<file path="src/bmc_pkg.sv">
package bmc_pkg;

    // ****************************************
    // Timebase
    // ****************************************
    localparam int CLK_HZ = 100_000_000;
    localparam int TICK_US = 1000;
    localparam int TICK_CYCLES = (CLK_HZ / 1_000_000) * TICK_US;

    // ****************************************
    // Self-test timing in milliseconds
    // ****************************************
    localparam int ST_FAST_MS = 50;
    localparam int ST_DEGLITCH_MS = 100;
    localparam int ST_LONG_MS = 700;
    localparam int WIN_FAST_MS = 20;
    localparam int WIN_LONG_MS = 120;
    localparam int RESULT_HOLD_MS = 1;
    localparam int RECOVERY_MS = 2;

    localparam logic [2:0] DEGLITCH_NONE = 3'h0;
    localparam logic [2:0] ALARM_RESET = 3'h0;

    typedef enum logic [1:0] {
        BMC_IDLE,
        BMC_RUN,
        BMC_DONE,
        BMC_HOLD
    } bmc_state_t;

endpackage

</file>
<file path="src/bmc_sync.sv">
`timescale 1ns/100ps
`default_nettype none
module bmc_sync #(
    parameter int WIDTH = 1
) (
    input wire logic ref_clk,
    input wire logic rst,
    input wire logic [WIDTH-1:0] d,
    output logic [WIDTH-1:0] q
);
    logic [WIDTH-1:0] meta;

    // ****************************************
    // Two-stage synchroniser
    // ****************************************
    always_ff @(posedge ref_clk or posedge rst) begin
        if (rst) begin
            meta <= '0;
            q <= '0;
        end else begin
            meta <= d;
            q <= meta;
        end
    end
endmodule
`default_nettype wire

</file>
<file path="src/bmc_tick.sv">
`timescale 1ns/100ps
`default_nettype none
module bmc_tick #(
    parameter int CYCLES = 100000
) (
    input wire logic ref_clk,
    input wire logic rst,
    output logic tick
);
    logic [31:0] count;

    // ****************************************
    // Millisecond enable divider
    // ****************************************
    always_ff @(posedge ref_clk or posedge rst) begin
        if (rst) begin
            count <= 32'h0;
            tick <= 1'b0;
        end else if (count == 32'(CYCLES - 1)) begin
            count <= 32'h0;
            tick <= 1'b1;
        end else begin
            count <= count + 32'h1;
            tick <= 1'b0;
        end
    end
endmodule
`default_nettype wire

</file>
<file path="src/bmc_monitor.sv">
// Summary of operation
// - Enable low forces standby, outputs off
// - Enable high resumes normal operation
// - Enable forwarded up the chain
// - Alarm outputs: low none, high alarm
// - Alarm status passed down chain
// - Shared mode drives three outputs alike
// - Test start forces every alarm high
// - Pass goes low, fail stays high
// - Zero deglitch gives short test
// - Nonzero deglitch gives long test
// - Test pulse relayed up, starts locally
// - Pass waits for pass from above
// - Any failure keeps its bottom output high, all three in shared mode
// - Alarm within 20 ms fails test
// - Alarm within 120 ms fails long test
// - Separate mode results per condition
// - Result held after pulse falling edge
// - Alarms valid again after result hold, new test only after recovery
`timescale 1ns/100ps
`default_nettype none
module bmc_monitor
    import bmc_pkg::*;
#(
    parameter int TICK_LEN = TICK_CYCLES,
    parameter int ST_FAST = ST_FAST_MS,
    parameter int ST_LONG = ST_LONG_MS,
    parameter int WIN_FAST = WIN_FAST_MS,
    parameter int WIN_LONG = WIN_LONG_MS,
    parameter int HOLD_T = RESULT_HOLD_MS,
    parameter int RECOV_T = RECOVERY_MS
) (
    input wire logic ref_clk,
    input wire logic rst,
    input wire logic enable_in,
    input wire logic test_in,
    input wire logic [2:0] deglitch_select,
    input wire logic alarm_share_select,
    input wire logic top_designation,
    input wire logic bottom_designation,
    input wire logic [2:0] cell_alarm,
    input wire logic [2:0] current_alarm_inputs,
    input wire logic [2:0] selftest_fault,
    output logic chain_enable_out,
    output logic chain_test_out,
    output logic standby,
    output logic [2:0] voltage_alarm_outputs,
    output logic [2:0] current_alarm_outputs
);
    logic [9:0] s_in;
    logic en_s;
    logic test_s;
    logic test_d;
    logic [2:0] dg_s;
    logic share_s;
    logic top_s;
    logic [2:0] alarm_s;
    logic [2:0] above_s;
    logic [2:0] fault_s;
    logic tick;
    bmc_state_t state;
    logic [15:0] timer;
    logic [15:0] since_alarm [3];
    logic [2:0] fail;
    logic [2:0] local_alarm;
    logic [2:0] status;
    logic [2:0] chain_alarm;
    logic rise;
    logic fall;
    logic long_mode;
    logic [15:0] st_len;
    logic [15:0] win_len;

    // ****************************************
    // Input synchronisation and timebase
    // ****************************************
    // Synchronise all pins but bottom_designation
    bmc_sync #(
        .WIDTH(10)
    ) u_sync (
        .ref_clk(ref_clk),
        .rst(rst),
        .d({enable_in, test_in, deglitch_select, alarm_share_select,
            top_designation, cell_alarm[0], cell_alarm[1], cell_alarm[2]}),
        .q(s_in)
    );

    bmc_sync #(
        .WIDTH(6)
    ) u_sync_chain (
        .ref_clk(ref_clk),
        .rst(rst),
        .d({current_alarm_inputs, selftest_fault}),
        .q({above_s, fault_s})
    );

    assign en_s = s_in[9];
    assign test_s = s_in[8];
    assign dg_s = s_in[7:5];
    assign share_s = s_in[4];
    assign top_s = s_in[3];
    assign alarm_s = {s_in[0], s_in[1], s_in[2]};

    bmc_tick #(
        .CYCLES(TICK_LEN)
    ) u_tick (
        .ref_clk(ref_clk),
        .rst(rst),
        .tick(tick)
    );

    function automatic logic [15:0] ms(input int v);
        ms = 16'(v);
    endfunction

    assign long_mode = (dg_s != DEGLITCH_NONE);
    assign st_len = long_mode ? ms(ST_LONG) : ms(ST_FAST);
    assign win_len = long_mode ? ms(WIN_LONG) : ms(WIN_FAST);

    // ****************************************
    // Edge detection
    // ****************************************
    always_ff @(posedge ref_clk or posedge rst) begin
        if (rst) begin
            test_d <= 1'b0;
        end else begin
            test_d <= test_s & en_s;
        end
    end

    assign rise = test_s & en_s & ~test_d;
    assign fall = ~test_s & test_d;

    // ****************************************
    // Alarm age counters
    // ****************************************
    // Each counter saturates so an old alarm never looks recent.
    always_ff @(posedge ref_clk or posedge rst) begin
        if (rst) begin
            for (int i = 0; i < 3; i++) begin
                since_alarm[i] <= 16'hffff;
            end
        end else begin
            for (int i = 0; i < 3; i++) begin
                if (alarm_s[i]) begin
                    since_alarm[i] <= 16'h0;
                end else if (tick && since_alarm[i] != 16'hffff) begin
                    since_alarm[i] <= since_alarm[i] + 16'h1;
                end
            end
        end
    end

    // ****************************************
    // Self-test sequencer
    // ****************************************
    always_ff @(posedge ref_clk or posedge rst) begin
        if (rst) begin
            state <= BMC_IDLE;
            timer <= 16'h0;
        end else if (!en_s) begin
            state <= BMC_IDLE;
            timer <= 16'h0;
        end else begin
            unique case (state)
                BMC_IDLE: begin
                    if (rise) begin
                        state <= BMC_RUN;
                        timer <= 16'h0;
                    end
                end
                BMC_RUN: begin
                    if (fall) begin
                        state <= BMC_HOLD;
                        timer <= 16'h0;
                    end else if (tick) begin
                        if (timer + 16'h1 >= st_len) begin
                            state <= BMC_DONE;
                        end
                        timer <= timer + 16'h1;
                    end
                end
                BMC_DONE: begin
                    if (fall) begin
                        state <= BMC_HOLD;
                        timer <= 16'h0;
                    end
                end
                BMC_HOLD: begin
                    if (tick) begin
                        if (timer + 16'h1 >= ms(HOLD_T + RECOV_T)) begin
                            state <= BMC_IDLE;
                        end
                        timer <= timer + 16'h1;
                    end
                end
            endcase
        end
    end

    // ****************************************
    // Failure capture
    // ****************************************
    always_ff @(posedge ref_clk or posedge rst) begin
        if (rst) begin
            fail <= ALARM_RESET;
        end else if (state == BMC_IDLE && rise) begin
            for (int i = 0; i < 3; i++) begin
                fail[i] <= alarm_s[i] || since_alarm[i] < win_len || fault_s[i];
            end
        end else if (state == BMC_RUN) begin
            for (int i = 0; i < 3; i++) begin
                if ((alarm_s[i] && timer < win_len) || fault_s[i]) begin
                    fail[i] <= 1'b1;
                end
            end
        end
    end

    // ****************************************
    // Output composition
    // ****************************************
    // Per-condition results in separate mode
    assign local_alarm = share_s ? alarm_s : {3{|alarm_s}};

    always_comb begin
        status = local_alarm | above_s;
        unique case (state)
            BMC_RUN: status = 3'h7;
            BMC_DONE, BMC_HOLD: begin
                if (timer < ms(HOLD_T) || state == BMC_DONE) begin
                    // Pass low only, after chain pass
                    status = fail | (top_s ? 3'h0 : above_s);
                end
            end
            default: status = status;
        endcase
    end

    assign chain_alarm = share_s ? status : {3{|status}};

    always_ff @(posedge ref_clk or posedge rst) begin
        if (rst) begin
            voltage_alarm_outputs <= ALARM_RESET;
            current_alarm_outputs <= ALARM_RESET;
            chain_enable_out <= 1'b0;
            chain_test_out <= 1'b0;
            standby <= 1'b1;
        end else begin
            voltage_alarm_outputs <= en_s ? chain_alarm : ALARM_RESET;
            current_alarm_outputs <= en_s ? chain_alarm : ALARM_RESET;
            chain_enable_out <= en_s;
            chain_test_out <= test_s & en_s;
            standby <= ~en_s;
        end
    end
endmodule
`default_nettype wire

</file>
<file path="config.mk">
export PLATFORM = sky130hd
export DESIGN_NAME = bmc_monitor
export DESIGN_NICKNAME = d
export VERILOG_FILES = /design/src/bmc_pkg.sv /design/src/bmc_sync.sv /design/src/bmc_tick.sv /design/src/bmc_monitor.sv
export SDC_FILE = /design/constraint.sdc
export NUM_CORES = 1
export LEC_CHECK = 0
export BUFFER_PORTS_ARGS = -buffer_cell sky130_fd_sc_hd__buf_2
export CORE_ASPECT_RATIO = 2
export CORE_MARGIN = 2
export CORE_UTILIZATION = 40
export CTS_CLUSTER_SIZE = 24
export DETAILED_ROUTE_END_ITERATION = 12
export PLACE_DENSITY = 0.67
export SLEW_MARGIN = 5
export SYNTH_ARGS = -nofsm -noshare
export SYNTH_HDL_FRONTEND = slang
export SYNTH_SLANG_ARGS = --single-unit
</file>
<file path="constraint.sdc">
create_clock -name ref_clk -period 9.42 [get_ports ref_clk]
set_input_delay 0.942 -clock ref_clk [delete_from_list [all_inputs] [get_ports ref_clk]]
set_output_delay 0.942 -clock ref_clk [all_outputs]
set_load 0.03 [all_outputs]
</file>
==> impl_results.md, run 1 <==
- Syn avg cell area: 9.92 um^2
- Highest clock rate: 0.332 GHz
- Mapped Cells: 741
- Util after Layout: 45.4%
- Final WL: 15.6 mm
- Initial antenna violation count: 0
- Worst EP required: 9.78 ns
- Synth cell types: 66
- Post-synthesis instance area: 0.00735 mm^2
- Ys async rst share: 100%
- Ys Warns: 0
- Bufs and invs on worst path: 1
- Worst path cell trace: or3_1 -> inv_1 -> ha_1 -> a311o_1 -> o311ai_0 -> o211ai_1 -> a211oi_2 -> mux2i_1
- Most common cell after layout, fill and taps aside: nor2_1
- R2R depth: 8
- Chip Width: 99.8 um
- Layout cells sized above 1: 16.9%
- Pre-antenna DRT Iters: 4
- Prevailing post-synth register cell: dfrtp_1
- GP Congestion: 0.865
- Finished Layout Cells: 990
- Remaining DRCs: 0
- CTS Root Cell: clkbuf_16
- ANT cells: 0
- Overall fraction of global-route tracks in use: 17.2%
- Worst Skew: 0.00844 ns
- CP Launch Type: flip-flop
- Slowest stage cell, crit path: or3_1
- Detail Placement HPWL: 10.9 mm
- Die area: 0.0195 mm^2
- Inst Count DP: 958
- # IOs: 28
- Final setup viols: 0
- Power density over the cells: 184 mW/mm^2
- Final period util: 32.0%
- Die Ht: 196 um
- HP Class: flip-flop to flip-flop
- Gates resized, CTS repair: 0
- Number of synthesized flops with an enable pin: 0
- Largest net degree at the start of global routing: 76
- Hold path cells: 0
- Hold-fix buffers, CTS: 0
- Port bufs: 26
- Most frequent cells in the layout: nor2_1, dfrtp_1, nand2_1, xnor2_1, dfstp_2
- Synth Net Count: 789
- Rel. slew slack: 32.9%
- Via count: 5429
- Crit-path max FO: 17
- Critical path depth: 8
- Max VDD drop: 0.119 mV
- Layout area overhead: 12.0%
- Clk buf depth: 2
- Setup bufs post-CTS: 0
- DR iter-0 viols: 207
- Worst EP arrival: 3.37 ns
- Net count, final: 809
- Final number of max-transition violations: 0
- Hold Vio Cnt, Final: 0
- Total gr overflow: 0
- Synthesized flop and latch total: 140
- TritonCTS buffer count: 17
- Starting density of the core: 40.5%
- Wire length per cell: 15.7 um
- # fillers: 1696
- Core area: 0.0181 mm^2
- Post-layout min period: 3.01 ns
- TritonCTS clock tree: yes
- First-pass GRT wire length: 26.3 mm
- Clock Latency Late Sink: 0.43 ns
- DR vias/cell: 5.48
- Top Family by Delay on Critical Path: compound AO/OA/AOI/OAI gates
- Slowest stage delay, CP: 0.53 ns
- Slew @ Worst Pin: 1.00 ns
- RSZ-0062 raised after global routing: false
- Max-cap violations: 0
- Crit Path Category: flip-flop to flip-flop
- Leak: 3.33 nW
- H-tree levels: 4
- Final ANT Viol Nets: 0
- Register area share after synthesis: 48.5%
- Clock-pin slew on the worst setup and hold paths: 0.06 ns
- Setup tns final: 0 ns
- Num rows: 70
- Element type at the critical path end: flip-flop
- Outcome: completed
- Vias in the first global route: 5501
- Clock sink count: 140
==> Yosys cell counts, drive strengths merged, types with 3 or more instances <==
cell type  number  area [um^2]
and3           16          100
a211oi          8         65.1
buf            12         87.6
nand3b          4         30.0
or3             6         47.5
nor4           19          146
xor2           42          368
o22ai           3         18.8
nand3          41          228
dfrtp          91         2280
nand4          23          144
nor2          105          394
a31oi           5         31.3
and2           11         68.8
a21oi          19         98.9
o311ai          3         33.8
nand2          61          229
or4             3         22.5
nor3           20          105
xnor2          49          429
o21ai          26          130
clkbuf         14         52.6
o2111ai         3         26.3
inv            27          101
dfstp          49         1290
and4            8         73.8
o31ai           3         22.5
nand2b          4         25.0
o211ai          5         42.5
mux2i           5         50.1
ha             29          363
==> final timing paths <==
check | from | endpoint | slack (ns)
min reg2reg | u_sync_chain.meta[1]$_DFF_PP0_ | u_sync_chain.q[1]$_DFF_PP0_ | 0.35
max | u_sync.q[6]$_DFF_PP0_ | state[0]$_DFFE_PP0P_ | 6.41
min in group asynchronous | rst | u_tick.count[23]$_DFF_PP0_ | 0.62
max in group asynchronous | rst | chain_test_out$_DFF_PP0_ | 7.50
max reg2reg | u_sync.q[6]$_DFF_PP0_ | state[0]$_DFFE_PP0P_ | 6.41
min | u_sync_chain.meta[1]$_DFF_PP0_ | u_sync_chain.q[1]$_DFF_PP0_ | 0.35
==> final cells by class <==
type / count / area [um^2] / area share (%)
multi-input combinational: 548 / 3540 / 43.0
timing repair buffer: 27 / 138 / 1.67
inverter: 27 / 106 / 1.29
clock buffer: 18 / 429 / 5.22
sequential: 140 / 3560 / 43.3
tap: 216 / 270 / 3.28
clock inverter: 14 / 180 / 2.19
==> power by group <==
part / switching, W / internal, W
clock network: 0.000279 / 0.000422
registers: 0.0000184 / 0.000622
logic: 0.000118 / 0.0000567
==> sequential cells by signal, summed over array words and instances, names as in the netlist, 6 cells and up <==
| register | count |
|---|---|
| timer | 16 |
| u_sync_chain.q | 6 |
| since_alarm | 48 |
| u_sync.q | 10 |
| u_tick.count | 32 |
| u_sync_chain.meta | 6 |
| u_sync.meta | 10 |
==> per-stage QoR <==
step	instance area, um^2	power [W]	setup WS [ns]	hold slack (ns)
after global routing	8230	0.00158	6.27	0.364
after detailed placement	7620	0.000826	6.40	0.335
after floorplan	7350	0.000781	4.81	0.331
final	8230	0.00152	6.41	0.348
after CTS	8230	0.00154	6.39	0.349
after global placement	7620	0.000822	6.45	0.332
==> logic make-up after synthesis <==
family	Yosys count	share of synthesized area, %
xor gates and xnor gates	91	10.8
muxes	5	0.681
adders and majority gates	29	4.94
buffers and inverters	53	3.29
DFF	140	48.5
AOI/OAI and AO/OA	93	8.79
and+or+nand+nor	330	22.9
==> worst register-to-register path, stage by stage (launching register included) <==
cell      delay (ns)
dfrtp_1         0.35
or3_1           0.53
inv_1           0.54
ha_1            0.38
a311o_1         0.31
o311ai_0        0.09
o211ai_1        0.17
a211oi_2        0.36
mux2i_1         0.22
==> routing by layer <==
layer	track usage, %	share of wire (%)	vias to the layer above
li1	-	-	2621
met1	18.3	39	2679
met2	31.2	54	93
met3	3.17	2.5	36
met4	9.34	3.8	0
met5	0	0	-
No activity file was read; power rests on OpenSTA's default activity.
==> run 2, diff against run 1 <==
--- a/config.mk
+++ b/config.mk
@@ -5,6 +5,7 @@
 export SDC_FILE = /design/constraint.sdc
 export NUM_CORES = 1
 export LEC_CHECK = 0
+export ABC_AREA = 1
 export BUFFER_PORTS_ARGS = -buffer_cell sky130_fd_sc_hd__buf_2
 export CORE_ASPECT_RATIO = 2
 export CORE_MARGIN = 2
==> constraint.sdc (replaced) <==
create_clock -name ref_clk -period 2.8 [get_ports ref_clk]
set_input_delay 0.28 -clock ref_clk [delete_from_list [all_inputs] [get_ports ref_clk]]
set_output_delay 0.28 -clock ref_clk [all_outputs]
set_load 0.03 [all_outputs]
==> run 2 against run 1 <==
Against the previous run: area after synthesis grew 5.2%; via count grew 20%; largest power group unchanged; non-clock buffer count grew 27; design area grew 8.7%; die area grew 5.1%; flip-flop and latch count is the same; worst hold slack lost 0.00090 ns; power grew to 3.2 times the previous value; global-route usage grew 2.2 points; first-iteration DRC count grew 34%; setup slack lost 6.0 ns.
==> impl_results.md, run 2 <==
- GP Congestion: 0.881 (+1.9%)
- Highest clock rate: 0.416 GHz (+25%)
- Power density over the cells: 544 mW/mm^2 (+190%)
- Reg with most FFs: since_alarm
- Largest registers: since_alarm: 48 flops, u_tick.count: 32 flops, timer: 16 flops
- Cell area after layout: 0.00895 mm^2 (+8.7%)
- Prevailing post-synth register cell: dfrtp_1
- Vias in the first global route: 6878 (+25%)
- # IOs: 28 (unchanged)
- Crit Path Category: flip-flop to flip-flop
- Die Ht: 201 um (+2.5%)
- Worst hold margin: 0.347 ns (-0.000898 ns)
- Clock-pin slew on the worst setup and hold paths: 0.06 ns (about the same)
- Remaining DRCs: 0 (unchanged)
- Syn avg cell area: 8.06 um^2 (-19%)
- Num rows: 72 (+2.9%)
- Ys async rst share: 100% (unchanged)
- Max reg flops: 48 (unchanged)
- Gates resized, CTS repair: 0 (unchanged)
- H-tree levels: 4 (unchanged)
- Hold Vio Cnt, Final: 0 (unchanged)
- Cell taking the most area after synthesis: dfrtp_1
- Worst Skew: 0.00553 ns (-0.00291 ns)
- Total gr overflow: 0 (unchanged)
- Most frequent cells in the layout: nand2_1, inv_1, nor2_1, dfrtp_1, nand3_1
- Setup bufs post-CTS: 0 (unchanged)
- Synth Net Count: 1007 (+28%)
- Max VDD drop: 0.483 mV (+300%)
- Most common cell after layout, fill and taps aside: nand2_1
- Synthesized flop and latch total: 140 (unchanged)
- Final WL: 18.1 mm (+16%)
- Largest net degree at the start of global routing: 41 (-46%)
- Util after Layout: 46.6% (+1.2 points)
- Chip Width: 102 um (+2.5%)
- Final period util: 85.9% (+54 points)
- Leak: 4.02 nW (+21%)
- Worst EP required: 3.13 ns (-6.65 ns)
- Max-cap violations: 0 (unchanged)
- Wire length per cell: 14.0 um (-11%)
- Crit-path max FO: 9 (-8)
- Ranking of synthesized cells by area: dfrtp_1, dfstp_2, nand2_1
- DR iter-0 viols: 277 (+34%)
- Final ANT Viol Nets: 0 (unchanged)
- Post-synthesis instance area: 0.00773 mm^2 (+5.2%)
- TritonCTS buffer count: 17 (unchanged)
- Final setup viols: 0 (unchanged)
- Outcome: completed
- Final number of max-transition violations: 0 (unchanged)
- Die area: 0.0205 mm^2 (+5.1%)
- Element type at the critical path end: flip-flop
- HP Class: flip-flop to flip-flop
- Post-layout min period: 2.40 ns (-0.607 ns)
- Setup tns final: 0 ns (unchanged)
- CTS Root Cell: clkbuf_16
- # fillers: 1854 (+9.3%)
- Ys Warns: 0 (unchanged)
- Register area share after synthesis: 46.1% (-2.4 points)
- Pre-antenna DRT Iters: 5 (+1)
- Slew @ Worst Pin: 1.04 ns (+0.0391 ns)
- Core area: 0.0192 mm^2 (+5.8%)
- Yosys top cell area share: 29.5% (-1.5 points)
- Starting density of the core: 40.3% (-0.24 points)
- Port bufs: 26 (unchanged)
- RSZ-0062 raised after global routing: false
- Most common library cells after synthesis: nand2_1, inv_1, nor2_1, dfrtp_1, nand3_1
- Rel. slew slack: 30.4% (-2.5 points)
- Layout cells sized above 1: 14.3% (-2.6 points)
- Initial antenna violation count: 0 (unchanged)
- Worst EP arrival: 2.73 ns (-0.64 ns)
- CP Launch Type: flip-flop
- ANT cells: 0 (unchanged)
- Placed Area: 0.00822 mm^2 (+7.8%)
- TritonCTS clock tree: yes
- Top-count cell post-synth: nand2_1
- Overall fraction of global-route tracks in use: 19.3% (+2.2 points)
- DR vias/cell: 5.06 (-7.7%)
- Synth cell types: 46 (-30%)
- First-pass GRT wire length: 31.3 mm (+19%)
- Clock Latency Late Sink: 0.43 ns (about the same)
- Detail Placement HPWL: 13.8 mm (+26%)
- Clock sink count: 140 (unchanged)
- Via count: 6522 (+20%)
- Net count, final: 1064 (+32%)
- Mapped Cells: 959 (+29%)
- Layout area overhead: 15.8%
- Number of synthesized flops with an enable pin: 0 (unchanged)
- Clk buf depth: 2 (unchanged)
run 2: what timing repair did:
item | 4_1_cts | 5_1_grt
endpoints found under the hold margin | 33 | 0
hold buffers | 17 | 0
setup endpoints to repair | 0 | 0
run 2: final cells by class:
type	instances	area, um^2	share of cell area (%)
clock buffer	21	440	4.92
tap	259	324	3.62
sequential	140	3560	39.8
timing repair buffer	54	420	4.70
inverter	137	518	5.79
multi-input combinational	666	3560	39.8
clock inverter	11	123	1.37
run 2: kinds of logic after synthesis:
kind of cell    Yosys count  synth area share [%]
fa+ha+maj                29                  4.69
simple gates            476                  28.5
xor+xnor                 23                  2.61
buf+inv                 153                  7.85
compound gates          138                  10.3
flops                   140                  46.1
run 2: path summary, 6_finish.rpt:
path / start / to / slack (ns) / cells after the start
hold reg to reg: u_sync_chain.meta[4]$_DFF_PP0_ / u_sync_chain.q[4]$_DFF_PP0_ / 0.35 / 0
setup reg to reg: timer[2]$_DFFE_PP0P_ / state[0]$_DFFE_PP0P_ / 0.40 / 19
setup / recovery: timer[2]$_DFFE_PP0P_ / state[0]$_DFFE_PP0P_ / 0.40 / 19
min in group asynchronous: rst / u_tick.count[0]$_DFF_PP0_ / 0.50 / 3
max in group asynchronous: rst / since_alarm[47]$_DFFE_PP1P_ / 1.61 / 4
hold / removal: u_sync_chain.meta[4]$_DFF_PP0_ / u_sync_chain.q[4]$_DFF_PP0_ / 0.35 / 0
run 2: layer usage:
layer  GRT usage (%)  vias to the layer above  part of all wire (%)
li1                -                     3289                     -
met2            36.6                      107                    58
met1            19.2                     3072                    36
met5               0                        -                     0
met4            10.3                        0                   3.9
met3            3.34                       54                   2.4
run 2: power breakdown:
group          leakage (nW)  switching (W)  internal, W
clock network         0.263       0.000870      0.00131
logic                  2.09       0.000374     0.000174
registers              1.67      0.0000470      0.00210
total                  4.02        0.00129      0.00357
run 2: critical path, cell delays in order (launching register included):
cell     delay, ns
dfrtp_1       0.50
nand2_1       0.11
nor2_2        0.22
nand2_1       0.08
nand2_1       0.11
inv_1         0.05
ha_1          0.29
nand2_1       0.05
inv_1         0.05
a21oi_1       0.08
nor2_1        0.10
nand2_1       0.06
nand2_1       0.07
nand2_1       0.05
nand2_1       0.05
nand2_1       0.06
a21oi_2       0.19
nand2_2       0.07
nand2_1       0.06
nand2_1       0.04
run 2: per-stage QoR:
step | power, W | setup WS [ns] | instances
after floorplan | 0.00257 | 0.789 | 959
after global placement | 0.00270 | 0.408 | 1239
after detailed placement | 0.00271 | 0.373 | 1239
after CTS | 0.00493 | 0.363 | 1288
after global routing | 0.00508 | 0.0906 | 1288
final | 0.00486 | 0.396 | 1288
